==> src/hdl/hzr_pkg.sv <==
package hzr_pkg;

	// register byte addresses on the plain register port
	localparam logic [3:0]  ADDR_ICS       = 4'h0;
	localparam logic [3:0]  ADDR_PIN       = 4'h2;

	// control/status field positions
	localparam int          FLAG_LSB       = 12;
	localparam int          FLAG_MSB       = 15;
	localparam int          RSV_LSB        = 9;
	localparam int          RSV_MSB        = 11;
	localparam int          IRQ_EN_BIT     = 8;
	localparam int          MODE_MSB       = 7;
	localparam int          MODE_W         = 2;

	// pin assign field position
	localparam int          ASSIGN_LSB     = 4;
	localparam int          ASSIGN_MSB     = 7;

	// reset values
	localparam logic [3:0]  FLAG_RST       = 4'h0;
	localparam logic [7:0]  MODE_RST       = 8'h00;
	localparam logic [3:0]  ASSIGN_RST     = 4'h0;

	// sampling clock masks on the free running prescaler
	localparam int          PRESCALE_W     = 7;
	localparam logic [6:0]  DIV8_MASK      = 7'h07;
	localparam logic [6:0]  DIV16_MASK     = 7'h0f;
	localparam logic [6:0]  DIV128_MASK    = 7'h7f;

	// last low count before detect; level modes need 16 consecutive low samples
	localparam logic [4:0]  SAMPLE_LAST    = 5'h0f;

	localparam int          INPUTS         = 4;
	localparam int          PWM_PINS       = 7;

	typedef enum logic [1:0] {
		MODE_EDGE   = 2'h0,
		MODE_DIV8   = 2'h1,
		MODE_DIV16  = 2'h2,
		MODE_DIV128 = 2'h3
	} hzr_mode_e;

	// one pwm pin group: level and output enable
	typedef struct packed {
		logic [6:0] level;
		logic [6:0] enable;
	} hzr_pwm_s;

endpackage

==> src/hdl/hzr_unit.sv <==
module hzr_unit (
	input  wire logic              clock,
	input  wire logic              rst_n,
	input  wire logic [3:0]        regAddr,
	input  wire logic [15:0]       regWdata,
	input  wire logic              regWrite,
	input  wire logic              regRead,
	output logic [15:0]            regRdata,
	input  wire logic [3:0]        hizRequestIn_n,
	input  wire logic              hwStandby,
	input  hzr_pkg::hzr_pwm_s      pwmIn,
	input  wire logic [6:0]        pinOtherUse,
	output hzr_pkg::hzr_pwm_s      pwmPins,
	output logic                   irqRequest,
	output logic                   hizActive
);

	logic [3:0]               flags;
	logic [3:0]               armed;
	logic                     irqEnable;
	logic [7:0]               modes;
	logic [3:0]               pinAssign;
	logic [6:0]               prescale;
	logic [2:0]               ticks;
	logic [3:0]               detect;
	logic                     icsWrite;
	logic                     icsRead;
	logic                     pinWrite;
	logic                     pinRead;
	logic [3:0]               clearMask;
	logic [3:0]               next_flags;
	logic [15:0]              next_rdata;
	logic [6:0]               forceMask;

	// true when every bit of mask is set in the prescaler
	function automatic logic tickAt(
		input logic [6:0] count,
		input logic [6:0] mask
	);
		tickAt = (count & mask) == mask;
	endfunction

	// address decode, shared by reads and writes
	function automatic logic hit(
		input logic [3:0] addr,
		input logic [3:0] target
	);
		hit = addr == target;
	endfunction

	assign icsWrite = regWrite && hit(regAddr, hzr_pkg::ADDR_ICS);
	assign icsRead  = regRead && hit(regAddr, hzr_pkg::ADDR_ICS);
	assign pinWrite = regWrite && hit(regAddr, hzr_pkg::ADDR_PIN);
	assign pinRead  = regRead && hit(regAddr, hzr_pkg::ADDR_PIN);

	// one free running prescaler serves all three sampling rates
	always_ff @(posedge clock or negedge rst_n)
	begin
		if (!rst_n)
			prescale <= 7'h00;
		else
			prescale <= prescale + 7'h01;
	end

	always_ff @(posedge clock or negedge rst_n)
	begin
		if (!rst_n)
			ticks <= 3'h0;
		else
		begin
			ticks[0] <= tickAt(prescale, hzr_pkg::DIV8_MASK);
			ticks[1] <= tickAt(prescale, hzr_pkg::DIV16_MASK);
			ticks[2] <= tickAt(prescale, hzr_pkg::DIV128_MASK);
		end
	end

	// one detector per request input; each synchronises its own pin
	for (genvar i = 0; i < hzr_pkg::INPUTS; i++)
	begin : g_input
		hzr_detector u_detector (
			.clock   (clock),
			.rst_n   (rst_n),
			.pinIn_n (hizRequestIn_n[i]),
			.enable  (pinAssign[i]),
			.mode    (hzr_pkg::hzr_mode_e'(modes[2*i +: 2])),
			.ticks   (ticks),
			.detect  (detect[i])
		);
	end

	// a zero write clears only flags that were read as one
	always_comb
	begin
		clearMask = 4'h0;
		if (icsWrite)
			clearMask = armed &
				~regWdata[hzr_pkg::FLAG_MSB:hzr_pkg::FLAG_LSB];
	end

	// a new detection wins over a clear in the same cycle
	assign next_flags = (flags & ~clearMask) | detect;

	always_ff @(posedge clock or negedge rst_n)
	begin
		if (!rst_n)
			flags <= hzr_pkg::FLAG_RST;
		else if (hwStandby)
			flags <= hzr_pkg::FLAG_RST;
		else
			flags <= next_flags;
	end

	// arm on a read that returned one, disarm on any control write
	always_ff @(posedge clock or negedge rst_n)
	begin
		if (!rst_n)
			armed <= 4'h0;
		else if (hwStandby || icsWrite)
			armed <= 4'h0;
		else if (icsRead)
			armed <= armed | flags;
	end

	// mode and enable fields; software standby does not touch them
	always_ff @(posedge clock or negedge rst_n)
	begin
		if (!rst_n)
		begin
			irqEnable <= 1'b0;
			modes     <= hzr_pkg::MODE_RST;
		end
		else if (hwStandby)
		begin
			irqEnable <= 1'b0;
			modes     <= hzr_pkg::MODE_RST;
		end
		else if (icsWrite)
		begin
			irqEnable <= regWdata[hzr_pkg::IRQ_EN_BIT];
			modes     <= regWdata[hzr_pkg::MODE_MSB:0];
		end
	end

	always_ff @(posedge clock or negedge rst_n)
	begin
		if (!rst_n)
			pinAssign <= hzr_pkg::ASSIGN_RST;
		else if (pinWrite)
			pinAssign <=
				regWdata[hzr_pkg::ASSIGN_MSB:hzr_pkg::ASSIGN_LSB];
	end

	// read data stand for one cycle only; unmapped reads give zero
	always_comb
	begin
		next_rdata = 16'h0000;
		if (icsRead)
		begin
			next_rdata[hzr_pkg::FLAG_MSB:hzr_pkg::FLAG_LSB] = flags;
			next_rdata[hzr_pkg::IRQ_EN_BIT]                = irqEnable;
			next_rdata[hzr_pkg::MODE_MSB:0]                = modes;
		end
		else if (pinRead)
			next_rdata[hzr_pkg::ASSIGN_MSB:hzr_pkg::ASSIGN_LSB] = pinAssign;
	end

	always_ff @(posedge clock or negedge rst_n)
	begin
		if (!rst_n)
			regRdata <= 16'h0000;
		else
			regRdata <= next_rdata;
	end

	always_ff @(posedge clock or negedge rst_n)
	begin
		if (!rst_n)
			irqRequest <= 1'b0;
		else
			irqRequest <= irqEnable && (flags != 4'h0);
	end

	// held while any flag stands, so only reset, hardware standby or a full clear ends it
	always_ff @(posedge clock or negedge rst_n)
	begin
		if (!rst_n)
			hizActive <= 1'b0;
		else
			hizActive <= flags != 4'h0;
	end

	// pins in port or other timer use are left alone
	assign forceMask = {hzr_pkg::PWM_PINS{hizActive}} & ~pinOtherUse;

	// costs one cycle of pwm latency so every pin leaves a flip-flop
	always_ff @(posedge clock or negedge rst_n)
	begin
		if (!rst_n)
		begin
			pwmPins.level  <= 7'h00;
			pwmPins.enable <= 7'h00;
		end
		else
		begin
			pwmPins.level  <= pwmIn.level;
			pwmPins.enable <= pwmIn.enable & ~forceMask;
		end
	end

	a_flag_set: assert property (
		@(posedge clock) disable iff (!rst_n)
		(detect != 4'h0 && !hwStandby)
		|=> ((flags & $past(detect)) == $past(detect)))
		else $error("detected input did not set its flag");

	a_clear_needs_read: assert property (
		@(posedge clock) disable iff (!rst_n)
		(icsWrite && !hwStandby)
		|=> ((flags & $past(flags) & ~$past(armed))
			== ($past(flags) & ~$past(armed))))
		else $error("flag cleared without a prior read of one");

	// the clearing write may follow the read at once; this check leaves one idle cycle between them
	a_clear_after_read: assert property (
		@(posedge clock) disable iff (!rst_n)
		(icsRead && flags[0] && !hwStandby)
		##1 (!icsWrite && !hwStandby)
		##1 (icsWrite && !regWdata[hzr_pkg::FLAG_LSB] && !detect[0]
			&& !hwStandby)
		|=> !flags[0])
		else $error("read one then write zero did not clear");

	a_write_no_set: assert property (
		@(posedge clock) disable iff (!rst_n)
		(icsWrite && detect == 4'h0)
		|=> ((flags & ~$past(flags)) == 4'h0))
		else $error("write of one set a flag");

	a_reserved_zero: assert property (
		@(posedge clock) disable iff (!rst_n)
		icsRead |=> (regRdata[hzr_pkg::RSV_MSB:hzr_pkg::RSV_LSB] == 3'h0))
		else $error("reserved bits read nonzero");

	a_irq_gate: assert property (
		@(posedge clock) disable iff (!rst_n)
		##1 (irqRequest == ($past(irqEnable) && $past(flags) != 4'h0)))
		else $error("interrupt request disagrees with flags and enable");

	a_tick_spacing: assert property (
		@(posedge clock) disable iff (!rst_n)
		ticks[0] |=> (!ticks[0])[*7] ##1 ticks[0])
		else $error("clock/8 tick spacing wrong");

	a_tick_nesting: assert property (
		@(posedge clock) disable iff (!rst_n)
		(ticks[2] |-> ticks[1]) and (ticks[1] |-> ticks[0]))
		else $error("sampling ticks not nested");

	a_mode_write: assert property (
		@(posedge clock) disable iff (!rst_n)
		(icsWrite && !hwStandby) |=> (modes == $past(regWdata[7:0])))
		else $error("mode fields did not take the written value");

	a_detect_latency: assert property (
		@(posedge clock) disable iff (!rst_n)
		(detect != 4'h0 && !hwStandby) |=> ##1 hizActive)
		else $error("high impedance not entered two edges after detect");

	a_pins_forced: assert property (
		@(posedge clock) disable iff (!rst_n)
		hizActive |=> ((pwmPins.enable & ~$past(pinOtherUse)) == 7'h00))
		else $error("forced pwm pin still driven");

	// the reset edge still loads zero into the pins, so it is skipped
	a_other_use_kept: assert property (
		@(posedge clock) disable iff (!rst_n)
		rst_n |=> ((pwmPins.enable & $past(pinOtherUse))
			== ($past(pwmIn.enable) & $past(pinOtherUse))))
		else $error("pin in other use was disturbed");

	a_release: assert property (
		@(posedge clock) disable iff (!rst_n)
		(hizActive && flags != 4'h0) |=> hizActive)
		else $error("high impedance released while a flag stands");

	a_standby_init: assert property (
		@(posedge clock) disable iff (!rst_n)
		hwStandby |=> (flags == 4'h0 && modes == 8'h00 && !irqEnable))
		else $error("hardware standby did not initialise status");

	a_flag_readback: assert property (
		@(posedge clock) disable iff (!rst_n)
		icsRead |=> (regRdata[hzr_pkg::FLAG_MSB:hzr_pkg::FLAG_LSB]
			== $past(flags)))
		else $error("flag read back differs from flag state");

	a_flag_sticky: assert property (
		@(posedge clock) disable iff (!rst_n)
		(!icsWrite && !hwStandby)
		|=> ((flags & $past(flags)) == $past(flags)))
		else $error("flag dropped without a clearing write");

	a_irq_off: assert property (
		@(posedge clock) disable iff (!rst_n)
		!irqEnable |=> !irqRequest)
		else $error("interrupt raised while disabled");

	a_hiz_clear: assert property (
		@(posedge clock) disable iff (!rst_n)
		(flags == 4'h0) |=> !hizActive)
		else $error("high impedance held with all flags clear");

	a_pins_free: assert property (
		@(posedge clock) disable iff (!rst_n)
		(rst_n && !hizActive)
		|=> (pwmPins.enable == $past(pwmIn.enable)))
		else $error("pwm pin forced without a request");

	a_level_copy: assert property (
		@(posedge clock) disable iff (!rst_n)
		rst_n |=> (pwmPins.level == $past(pwmIn.level)))
		else $error("pwm pin level not passed through");

	a_tick_div16: assert property (
		@(posedge clock) disable iff (!rst_n)
		ticks[1] |-> (prescale[3:0] == 4'h0))
		else $error("clock/16 tick out of phase");

	a_tick_div128: assert property (
		@(posedge clock) disable iff (!rst_n)
		ticks[2] |-> (prescale == 7'h00))
		else $error("clock/128 tick out of phase");

	a_idle_rdata: assert property (
		@(posedge clock) disable iff (!rst_n)
		!(icsRead || pinRead) |=> (regRdata == 16'h0000))
		else $error("read data not zero outside a read");

	a_pin_readback: assert property (
		@(posedge clock) disable iff (!rst_n)
		pinRead |=> (regRdata == {8'h00, $past(pinAssign), 4'h0}))
		else $error("pin assign read back wrong");

endmodule

==> src/hdl/hzr_detector.sv <==
module hzr_detector (
	input  wire logic              clock,
	input  wire logic              rst_n,
	input  wire logic              pinIn_n,
	input  wire logic              enable,
	input  hzr_pkg::hzr_mode_e     mode,
	input  wire logic [2:0]        ticks,
	output logic                   detect
);

	logic       sync1;
	logic       sync2;
	logic       sync3;
	logic       level;
	logic       levelPrev;
	logic [4:0] lowCount;
	logic       tickSel;

	// the first stage feeds only the second
	always_ff @(posedge clock or negedge rst_n)
	begin
		if (!rst_n)
		begin
			sync1 <= 1'b1;
			sync2 <= 1'b1;
			sync3 <= 1'b1;
		end
		else
		begin
			sync1 <= pinIn_n;
			sync2 <= sync1;
			sync3 <= sync2;
		end
	end

	// a change counts only once two stages agree
	always_ff @(posedge clock or negedge rst_n)
	begin
		if (!rst_n)
		begin
			level     <= 1'b1;
			levelPrev <= 1'b1;
		end
		else
		begin
			if (sync2 == sync3)
				level <= sync3;
			levelPrev <= level;
		end
	end

	always_comb
	begin
		unique case (mode)
			hzr_pkg::MODE_DIV8:   tickSel = ticks[0];
			hzr_pkg::MODE_DIV16:  tickSel = ticks[1];
			hzr_pkg::MODE_DIV128: tickSel = ticks[2];
			hzr_pkg::MODE_EDGE:   tickSel = 1'b0;
		endcase
	end

	// both paths register detect one edge after their sampling event
	always_ff @(posedge clock or negedge rst_n)
	begin
		if (!rst_n)
		begin
			lowCount <= 5'h00;
			detect   <= 1'b0;
		end
		else if (!enable)
		begin
			lowCount <= 5'h00;
			detect   <= 1'b0;
		end
		else if (mode == hzr_pkg::MODE_EDGE)
		begin
			lowCount <= 5'h00;
			detect   <= levelPrev & ~level;
		end
		else if (tickSel)
		begin
			if (level)
			begin
				lowCount <= 5'h00;
				detect   <= 1'b0;
			end
			else if (lowCount == hzr_pkg::SAMPLE_LAST)
			begin
				lowCount <= 5'h00;
				detect   <= 1'b1;
			end
			else
			begin
				lowCount <= lowCount + 5'h01;
				detect   <= 1'b0;
			end
		end
		else
			detect <= 1'b0;
	end

	a_edge_accept: assert property (
		@(posedge clock) disable iff (!rst_n)
		(enable && mode == hzr_pkg::MODE_EDGE && levelPrev && !level)
		|=> detect)
		else $error("falling edge not accepted");

	a_high_restart: assert property (
		@(posedge clock) disable iff (!rst_n)
		(enable && mode != hzr_pkg::MODE_EDGE && tickSel && level)
		|=> (lowCount == 5'h00 && !detect))
		else $error("high sample did not restart count");

	a_disabled_quiet: assert property (
		@(posedge clock) disable iff (!rst_n)
		!enable |=> !detect)
		else $error("unassigned input raised a request");

endmodule

==> config.mk <==
export PLATFORM = sky130hd
export DESIGN_NAME = hzr_unit
export DESIGN_NICKNAME = d
export VERILOG_FILES = /design/src/hdl/hzr_pkg.sv /design/src/hdl/hzr_unit.sv /design/src/hdl/hzr_detector.sv
export SDC_FILE = /design/constraint.sdc
export NUM_CORES = 1
export LEC_CHECK = 0
export BUFFER_PORTS_ARGS = -buffer_cell sky130_fd_sc_hd__buf_2
export CAP_MARGIN = 40
export CORE_MARGIN = 2
export CORE_UTILIZATION = 59
export DETAILED_ROUTE_END_ITERATION = 12
export PLACE_DENSITY = 0.81
export SYNTH_ARGS = -nofsm -noshare
export SYNTH_HDL_FRONTEND = slang
export SYNTH_HIERARCHICAL = 1
export SYNTH_SLANG_ARGS = --single-unit
==> constraint.sdc <==
create_clock -name clock -period 3.6 [get_ports clock]
set_clock_uncertainty 0.1 [all_clocks]
set_input_delay 0.36 -clock clock [delete_from_list [all_inputs] [get_ports clock]]
set_output_delay 0.36 -clock clock [all_outputs]
set_load 0.005 [all_outputs]
; Yosys cells after proc, flatten, opt, wreduce, memory -nomap -nowiden
; Index checks and enable logic that the tools add are counted.
[classes]
n_addsub = 5
eq_ne = 28
mux = 57
bitwise_logic = 18
reduce_logical = 14
[ops]
columns = op, count
row1 = 5-bit two-way mux, 20
row2 = 4-bit two-way mux, 8
row3 = 1-bit two-way mux, 23
row4 = 5-bit by 1-bit adder with 5-bit output (second input constant), 4
row5 = 5-bit by 4-bit equality test with 1-bit output (second input constant), 4
row6 = 2-bit equality test (second input constant), 8
row7 = 8-bit two-way mux, 2
row8 = 1-bit case mux with 4 select lines, 4
row9 = 7-bit AND, 2
row10 = 7-bit NOT, 2
row11 = 3-bit by 1-bit inequality test with 1-bit output (second input constant), 4
row12 = 4-bit AND, 2
row13 = 2-bit by 1-bit equality test with 1-bit output (second input constant), 4
row14 = 2-bit logical NOT, 4
row15 = 4-bit NOT, 2
row16 = 4-bit OR, 2
row17 = 7-bit by 1-bit adder with 7-bit output (second input constant), 1
row18 = 7-bit equality test (second input constant), 1
row19 = 1-bit logical AND, 5
row20 = 1-bit AND, 4
row21 = 1-bit equality test, 4
row22 = 4-bit by 2-bit equality test with 1-bit output (second input constant), 1
row23 = 4-bit equality test (second input constant), 1
row24 = 4-bit logical NOT, 1
row25 = other kinds (5), 9
[totals]
ff_bits = 104
output_inout_bits = 32

; Longest topological paths before layout
; Gate-level depths: netlist (run 1).
[depth]
depth_word = 7
depth_mapped = 5
mapped_depth_nobuf = 5

; By module
; The synthesis (run 1) kept the hierarchy.
[modules_own_cells]
columns = mod, instances, cells_per_inst, area_per_inst_um2, seq_area_each_um2
row1 = hzr_unit, 1, 171, 2306.0, 1501.4
row2 = hzr_detector, 4, 43, 510.5, 281.5

; Worst setup path before layout (run 1)
; No wires, ideal clock.
[synth_timing]
kind = flip-flop to flip-flop
from = reg g_input[0].u_detector.lowCount[0]
to = reg g_input[0].u_detector.lowCount[3]
setup_time_ns = 0.092
t_arrival_ns = 1.279
required_ns = 3.408
path_slack_ns = 2.129
path_stages_with_launch = 6
period_less_slack_ns = 1.471
cell_sequence = dfrtp_1 > ha_1 > and4b_1 > nor3_1 > nand2_1 > o31ai_2
[synth_between]
elab_chain_cells = 6
[synth_rtl]
columns = element, line
row1 = from (decl), hzr_detector.sv:16  ; logic [4:0] lowCount;
row2 = from (signal assigned), hzr_detector.sv:94  ; lowCount <= lowCount + 5'h01;
row3 = 5-bit by 1-bit adder with 5-bit output / 5-bit by 4-bit equality test with 1-bit output (equally long branches), "hzr_detector.sv:94, hzr_detector.sv:87"
row4 = 5-bit two-way mux *, hzr_detector.sv:87  ; else if (lowCount == hzr_pkg::SAMPLE_LAST)
row5 = 5-bit two-way mux *, hzr_detector.sv:82  ; if (level)
row6 = 5-bit two-way mux *, hzr_detector.sv:80  ; else if (tickSel)
row7 = 5-bit two-way mux *, hzr_detector.sv:75  ; else if (mode == hzr_pkg::MODE_EDGE)
row8 = 5-bit two-way mux *, hzr_detector.sv:70  ; else if (!enable)
; Every way passes the cells marked *; elsewhere a longest branch is shown, timed or not. The select of a mux whose other input is x is not followed.
; A chain may end at the register's enable or synchronous reset.

; Worst setup path in the final report (run 1)
[layout_timing]
from = reg g_input[1].u_detector.lowCount[0]
to = reg g_input[1].u_detector.lowCount[3]
[layout_between]
elab_chain_cells = 6
[layout_rtl]
columns = element, line
row1 = from (decl), hzr_detector.sv:16
row2 = from (signal assigned), hzr_detector.sv:94
row3 = 5-bit by 1-bit adder with 5-bit output / 5-bit by 4-bit equality test with 1-bit output (equally long branches), "hzr_detector.sv:94, hzr_detector.sv:87"
row4 = 5-bit two-way mux *, hzr_detector.sv:87
row5 = 5-bit two-way mux *, hzr_detector.sv:82
row6 = 5-bit two-way mux *, hzr_detector.sv:80
row7 = 5-bit two-way mux *, hzr_detector.sv:75
row8 = 5-bit two-way mux *, hzr_detector.sv:70
; Marked as above.

==> run summary, run 1 <==
Overflow after GRT -> 0
Cts hold-fix bufs -> 12
Synth-to-Final Area Change -> 18.5%
Critical Path Sink Type -> flip-flop
Nets -> 492
CP required -> 3.78 ns
# H-tree levels -> 3
DR pass1 iterations -> 4
WL per Instance -> 15.4 µm
LEAKAGE -> 2.42 nW
CP max FO -> 5
Root Buffer -> clkbuf_8
Via density -> 5.66
Grt met2 use -> 32.6%
Final wirelength -> 8310 µm
Syn_area_per_cell -> 12.7 µm²
GR Util met1 -> 32.2%
GR Util met3 -> 5.03%
Most frequent cells in the layout -> 84 x dfrtp_1, 74 x buf_2, 20 x dfstp_2
Max-Cap Viols -> 0
First-pass GRT wire length -> 14300 µm
Clk buf depth -> 2
Post-synthesis instance total -> 343
Initial antenna violation count -> 0
Total GRT Usage -> 22.2%
Number of global-route vias before repair -> 2989
Final setup viols -> 0
Post-Syn Area -> 4350 µm²
Worst vdd ir -> 291 µV
Post-synthesis async set-or-reset flop share -> 100%
Fmax -> 589 MHz
Outcome -> finished clean
Gr busiest metal -> met2
Clock transition at path regs -> 0.09 ns
Via count -> 3058
Ys flop type -> dfrtp_1
Largest net degree at the start of global routing -> 69
Post-synth EDFFs -> 0
Placer Congestion -> 0.892
Worst rel slew slack -> 50.1%
CTS tree -> done
Startpoint Class -> flip-flop
Critical Path AT -> 1.88 ns
Share of the clock period used by the worst path -> 47.2%
Most common cell after layout, fill and taps aside -> dfrtp_1
Hold Path Class -> in2reg
Initial core utilization -> 60.6%
Die span in y -> 89.8 µm
Final core occ -> 71.8%
Layout cells sized above 1 -> 32.0%
Final Hold Vio Count -> 0
Dpl hpwl -> 5670 µm
RSZ-0062 raised after global routing -> no
Final Instance Area -> 5150 µm²
DRC Markers -> 0
Placed Area -> 4840 µm²
Post-DRT Antenna Nets -> 0
Setup TNS -> 0 ns
Synth Register Bits -> 104
Pwr/cell area -> 421 nW/µm²
Slew Viols, Final -> 0
# Post-CTS Setup Buffers -> 0
Io pins -> 82
Post-Layout Cell Count -> 540
Ys Warns -> 6
Post-synth cell types -> 47
Core outline area -> 7180 µm²
Antenna diodes -> 0
1st-iter DRT viols -> 225
Die Area -> 8070 µm²
Placed cell count -> 512
Crit Path Class -> reg2reg
Placement row count -> 31
Resized Gates After CTS -> 0
Register area share after synthesis -> 60.4%
Worst skew pair latency -> 0.37 ns
Clock sinks -> 104
Final worst path period need -> 1.70 ns
Port Buffers -> 75
Die X -> 89.8 µm
Filler cells -> 483
Measured slew at the worst slew-check pin -> 0.746 ns
Num CTS Buffers -> 9
-- flip-flops by register name, summed over array words and instances (netlist names), 3 cells and up --
register                      flops
regRdata                         13
g_input.u_detector/levelPrev      4
armed                             4
flags                             4
modes                             8
g_input.u_detector/sync1          4
g_input.u_detector/lowCount      20
g_input.u_detector/sync2          4
pinAssign                         4
g_input.u_detector/sync3          4
g_input.u_detector/level          4
pwmPins                          14
g_input.u_detector/detect         4
ticks                             3
prescale                          7
-- cells by family after synthesis --
group | Yosys count | synth area share [%]
AND/OR/NAND/NOR | 117 | 18.0
multiplexers | 12 | 3.22
adder cells (fa/ha/maj) | 10 | 2.65
flip-flops | 104 | 60.4
buffers and inverters | 19 | 2.30
XOR/XNOR | 4 | 0.806
AO/OA/AOI/OAI | 76 | 12.5
other | 1 | 0.0862
-- per-layer routing --
layer / part of all wire (%) / vias to the layer above
met5: 0 / -
met4: 2.2 / 0
met3: 5.4 / 16
met2: 45 / 121
met1: 47 / 1474
li1: - / 1447
-- worst max-delay path, stage by stage, from the launching register on --
cell and delay [ns]:
dfrtp_1 0.42, ha_1 0.26, and4b_1 0.22, nor3_1 0.28
nand2_1 0.14, o31ai_2 0.19
-- path summary, 6_finish.rpt --
kind	startpoint	end	slack, ns	cells past startpoint
worst max register to register	g_input[1].u_detector/lowCount[0]$_DFFE_PN0P_	g_input[1].u_detector/lowCount[3]$_DFFE_PN0P_	1.90	5
worst min register to register	g_input[2].u_detector/sync1$_DFF_PN1_	g_input[2].u_detector/sync2$_DFF_PN1_	0.26	0
worst min-delay path	pinOtherUse[1]	pwmPins[1]$_DFF_PN0_	0.12	3
min in group asynchronous	rst_n	regRdata[12]$_DFF_PN0_	0.29	2
max in group asynchronous	rst_n	pwmPins[9]$_DFF_PN0_	2.24	4
worst max-delay path	g_input[1].u_detector/lowCount[0]$_DFFE_PN0P_	g_input[1].u_detector/lowCount[3]$_DFFE_PN0P_	1.90	5
-- power breakdown --
part / switching, mW / leakage (nW) / internal, mW
Sequential: 0.0482 / 1.33 / 1.23
Clock: 0.376 / 0.0970 / 0.342
Combinational: 0.0851 / 0.994 / 0.0838
-- area by class of cell --
class	count	area [µm²]	share of cell area, %
multi-input combinational	222	1630	31.6
clock buffer	12	145	2.82
sequential	104	2630	51.0
inverter	8	30.0	0.583
timing repair buffer	91	548	10.6
clock inverter	4	51.3	0.995
tap	99	124	2.40
-- stage by stage --
step	power [mW]	hold slack [ns]	setup WS, ns
floorplan	1.36	-0.0356	2.13
global placement	1.45	0.247	1.70
detailed placement	1.46	0.163	1.69
CTS	2.18	0.112	1.93
global route	2.27	0.136	1.79
finish	2.17	0.120	1.90
-- cell usage after synthesis (5+ instances only) --
cell      count  share of area, %
nand2b_1     17               2.4
nand2_1      16               1.4
o21ai_0      11               1.3
dfstp_2      20                12
o21ai_1      10               1.2
mux2i_1       8               1.8
and3_1       12               1.7
nand3_1       9               1.0
nand4b_1      9               1.8
a21oi_1       8              0.92
a21boi_0      7               1.2
inv_1         8              0.69
nor2_1       12               1.0
nor2_2        5              0.72
dfrtp_1      84                48
ha_1          6               1.7
(Power assumes the default switching activity.)
==> run 2, diff against run 1 <==
Settings changed: CORE_UTILIZATION 59 to 50, PLACE_DENSITY 0.81 to 0.73.
Clock period 3.6 ns to 1.5 ns, I/O delays scaled along.
==> run 2 against run 1 <==
  * The run now ends with negative setup slack left
  * Via count grew 6.0%
  * Highest routed layer unchanged
  * Register-to-register slack lost 1.9 ns
  * Total power grew to 2.5 times the previous value
  * Critical path depth is the same
  * Non-clock buffer count grew 53
  * Flip-flop and latch count is the same
==> run summary, run 2 (synthesized netlist as in run 1, its figures left out) <==
Hold Path Class -> in2reg (unchanged)
Clock Power Share -> 34.3% (was 33.2%)
LEAKAGE -> 2.70 nW (was 2.42 nW)
Sequential share of power -> 56.2% (was 59.1%)
Hold slack -> 0.0720 ns (was 0.120 ns)
Port Buffers -> 75 (unchanged)
Fmax -> 664 MHz (was 589 MHz)
Failing checks -> negative setup slack
Psw -> 1.25 mW (was 510 µW)
Slew Viols, Final -> 0 (unchanged)
Placement row count -> 34 (was 31)
Clock transition at path regs -> 0.09 ns (about the same)
Final wirelength -> 9480 µm (was 8310 µm)
R2R Path Start -> g_input[2].u_detector/lowCount[1]$_DFFE_PN0P_ (was g_input[1].u_detector/lowCount[0]$_DFFE_PN0P_)
Share of the clock period used by the worst path -> 100% (was 47.2%)
1st-iter DRT viols -> 143 (was 225)
DRC Markers -> 0 (unchanged)
Sw Share -> 22.8% (was 23.5%)
Critical Path Sink Type -> flip-flop (unchanged)
Worst Setup EP -> g_input[2].u_detector/lowCount[1]$_DFFE_PN0P_ (was g_input[1].u_detector/lowCount[3]$_DFFE_PN0P_)
Largest register FFs -> 20 (unchanged)
Hold Crit Start -> regWdata[14] (was pinOtherUse[1])
Reg2Reg Setup Slack -> -0.007 ns (was 1.90 ns)
Placer Congestion -> 0.863 (was 0.892)
Final worst path period need -> 1.51 ns (was 1.70 ns)
Final setup viols -> 1 (was 0)
Final worst setup slack -> -0.00692 ns (was 1.90 ns)
Filler cells -> 592 (was 483)
Largest net degree at the start of global routing -> 33 (was 69)
Root Buffer -> clkbuf_8 (unchanged)
Logic pwr share -> 9.5% (was 7.8%)
Core outline area -> 8590 µm² (was 7180 µm²)
CTS tree -> done (unchanged)
Die X -> 97.3 µm (was 89.8 µm)
Biggest register -> g_input.u_detector/lowCount (unchanged)
Dpl hpwl -> 6300 µm (was 5670 µm)
Worst vdd ir -> 598 µV (was 291 µV)
Layout cells sized above 1 -> 42.5% (was 32.0%)
Crit Path Class -> reg2reg (unchanged)
R2r endpoint -> g_input[2].u_detector/lowCount[1]$_DFFE_PN0P_ (was g_input[1].u_detector/lowCount[3]$_DFFE_PN0P_)
Final Hold Vio Count -> 0 (unchanged)
Nets -> 545 (was 492)
Clock sinks -> 104 (unchanged)
Die Area -> 9460 µm² (was 8070 µm²)
Crit path from -> g_input[2].u_detector/lowCount[1]$_DFFE_PN0P_ (was g_input[1].u_detector/lowCount[0]$_DFFE_PN0P_)
Die span in y -> 97.3 µm (was 89.8 µm)
Pwr/cell area -> 941 nW/µm² (was 421 nW/µm²)
Post-DRT Antenna Nets -> 0 (unchanged)
Via density -> 5.39 (was 5.66)
WL per Instance -> 15.7 µm (was 15.4 µm)
Num CTS Buffers -> 9 (unchanged)
Max-Cap Viols -> 0 (unchanged)
Initial antenna violation count -> 0 (unchanged)
Critical Path AT -> 1.66 ns (was 1.88 ns)
First-pass GRT wire length -> 15100 µm (was 14300 µm)
Io pins -> 82 (unchanged)
Antenna diodes -> 0 (unchanged)
P_int -> 4.23 mW (was 1.66 mW)
Most common cell after layout, fill and taps aside -> buf_2 (was dfrtp_1)
Synth-to-Final Area Change -> 34.0% (was 18.5%)
Clk buf depth -> 2 (unchanged)
Initial core utilization -> 50.6% (was 60.6%)
Total GRT Usage -> 19.8% (was 22.2%)
CP required -> 1.65 ns (was 3.78 ns)
CP max FO -> 3 (was 5)
Number of global-route vias before repair -> 3110 (was 2989)
RSZ-0062 raised after global routing -> yes (was no)
Startpoint Class -> flip-flop (unchanged)
Top flop regs -> g_input.u_detector/lowCount: 20 flops, pwmPins: 14 flops, regRdata: 13 flops (unchanged)
DR pass1 iterations -> 5 (was 4)
Worst R2R Path Depth -> 5 (unchanged)
Dpl ws -> -0.0676 ns (was 1.69 ns)
# H-tree levels -> 3 (unchanged)
Outcome -> finished, violations left (was finished clean)
Overflow after GRT -> 0 (unchanged)
Worst skew pair latency -> 0.36 ns (was 0.37 ns)
Setup TNS -> -0.00692 ns (was 0 ns)
Most frequent cells in the layout -> 74 x buf_2, 73 x dfrtp_1, 35 x dlygate4sd3_1 (was 84 x dfrtp_1, 74 x buf_2, 20 x dfstp_2)
Via count -> 3242 (was 3058)
==> run 2: worst min path at each step <==
| stage | slack (ns) | to | cells after the start |
|---|---|---|---|
| after global routing | 0.07 | flags[2]$_DFF_PN0_ | 3 |
| after global placement | 0.03 | g_input[0].u_detector/lowCount[3]$_DFFE_PN0P_ | 1 |
| after detailed placement | 0.03 | regRdata[2]$_DFF_PN0_ | 1 |
| after floorplan | -0.25 | armed[0]$_DFFE_PN0P_ | 0 |
| final | 0.07 | flags[2]$_DFF_PN0_ | 3 |
| after CTS | 0.06 | flags[2]$_DFF_PN0_ | 3 |
==> run 2: what timing repair did <==
item / 4_1_cts / 5_1_grt
endpoints found under the setup margin: 9 / 18
resized for setup: 11 / 39
pin swaps: 4 / 5
buffers inserted: 0 / 5
hold buffers: 35 / 0
endpoints found under the hold margin: 102 / 0
==> run 2: worst max-delay path, cell delays in order (launching register included) <==
cell     delay [ns]
dfrtp_1        0.38
ha_2           0.21
and4b_2        0.28
nor3_2         0.06
buf_4          0.14
a32o_1         0.24
==> run 2: routing by layer <==
layer  share of wire, %  GRT usage, %
met5                  0             0
met4               0.82          4.70
met3                5.2          4.82
met2                 47          31.4
met1                 47          27.9
==> run 2: layout make-up <==
cell class / count / area, µm² / area share [%]
timing repair buffer: 144 / 1030 / 17.6
clock inverter: 3 / 67.6 / 1.16
tap: 108 / 135 / 2.32
sequential: 104 / 2640 / 45.3
multi-input combinational: 222 / 1780 / 30.5
inverter: 8 / 30.0 / 0.515
clock buffer: 13 / 149 / 2.55
==> run 2: power groups by stage <==
stage	sequential (mW)	combinational, mW	clock [mW]
detailed placement	3.12	0.413	0
global route	3.10	0.574	2.06
finish	3.08	0.520	1.88
CTS	3.07	0.504	1.93
global placement	3.11	0.404	0
floorplan	3.10	0.180	0
==> run 2: metrics by stage <==
| stage | instances | area (µm²) | power [mW] | utilization [%] |
|---|---|---|---|---|
| 2_1_floorplan | 345 | 4360 | 3.28 | - |
| 3_5_place_dp | 546 | 5050 | 3.53 | 58.8 |
| 6_report | 602 | 5830 | 5.48 | 67.8 |
| 4_1_cts | 597 | 5660 | 5.50 | 65.8 |
| 3_3_place_gp | 546 | 5050 | 3.52 | 58.8 |
| 5_1_grt | 602 | 5830 | 5.73 | 67.8 |
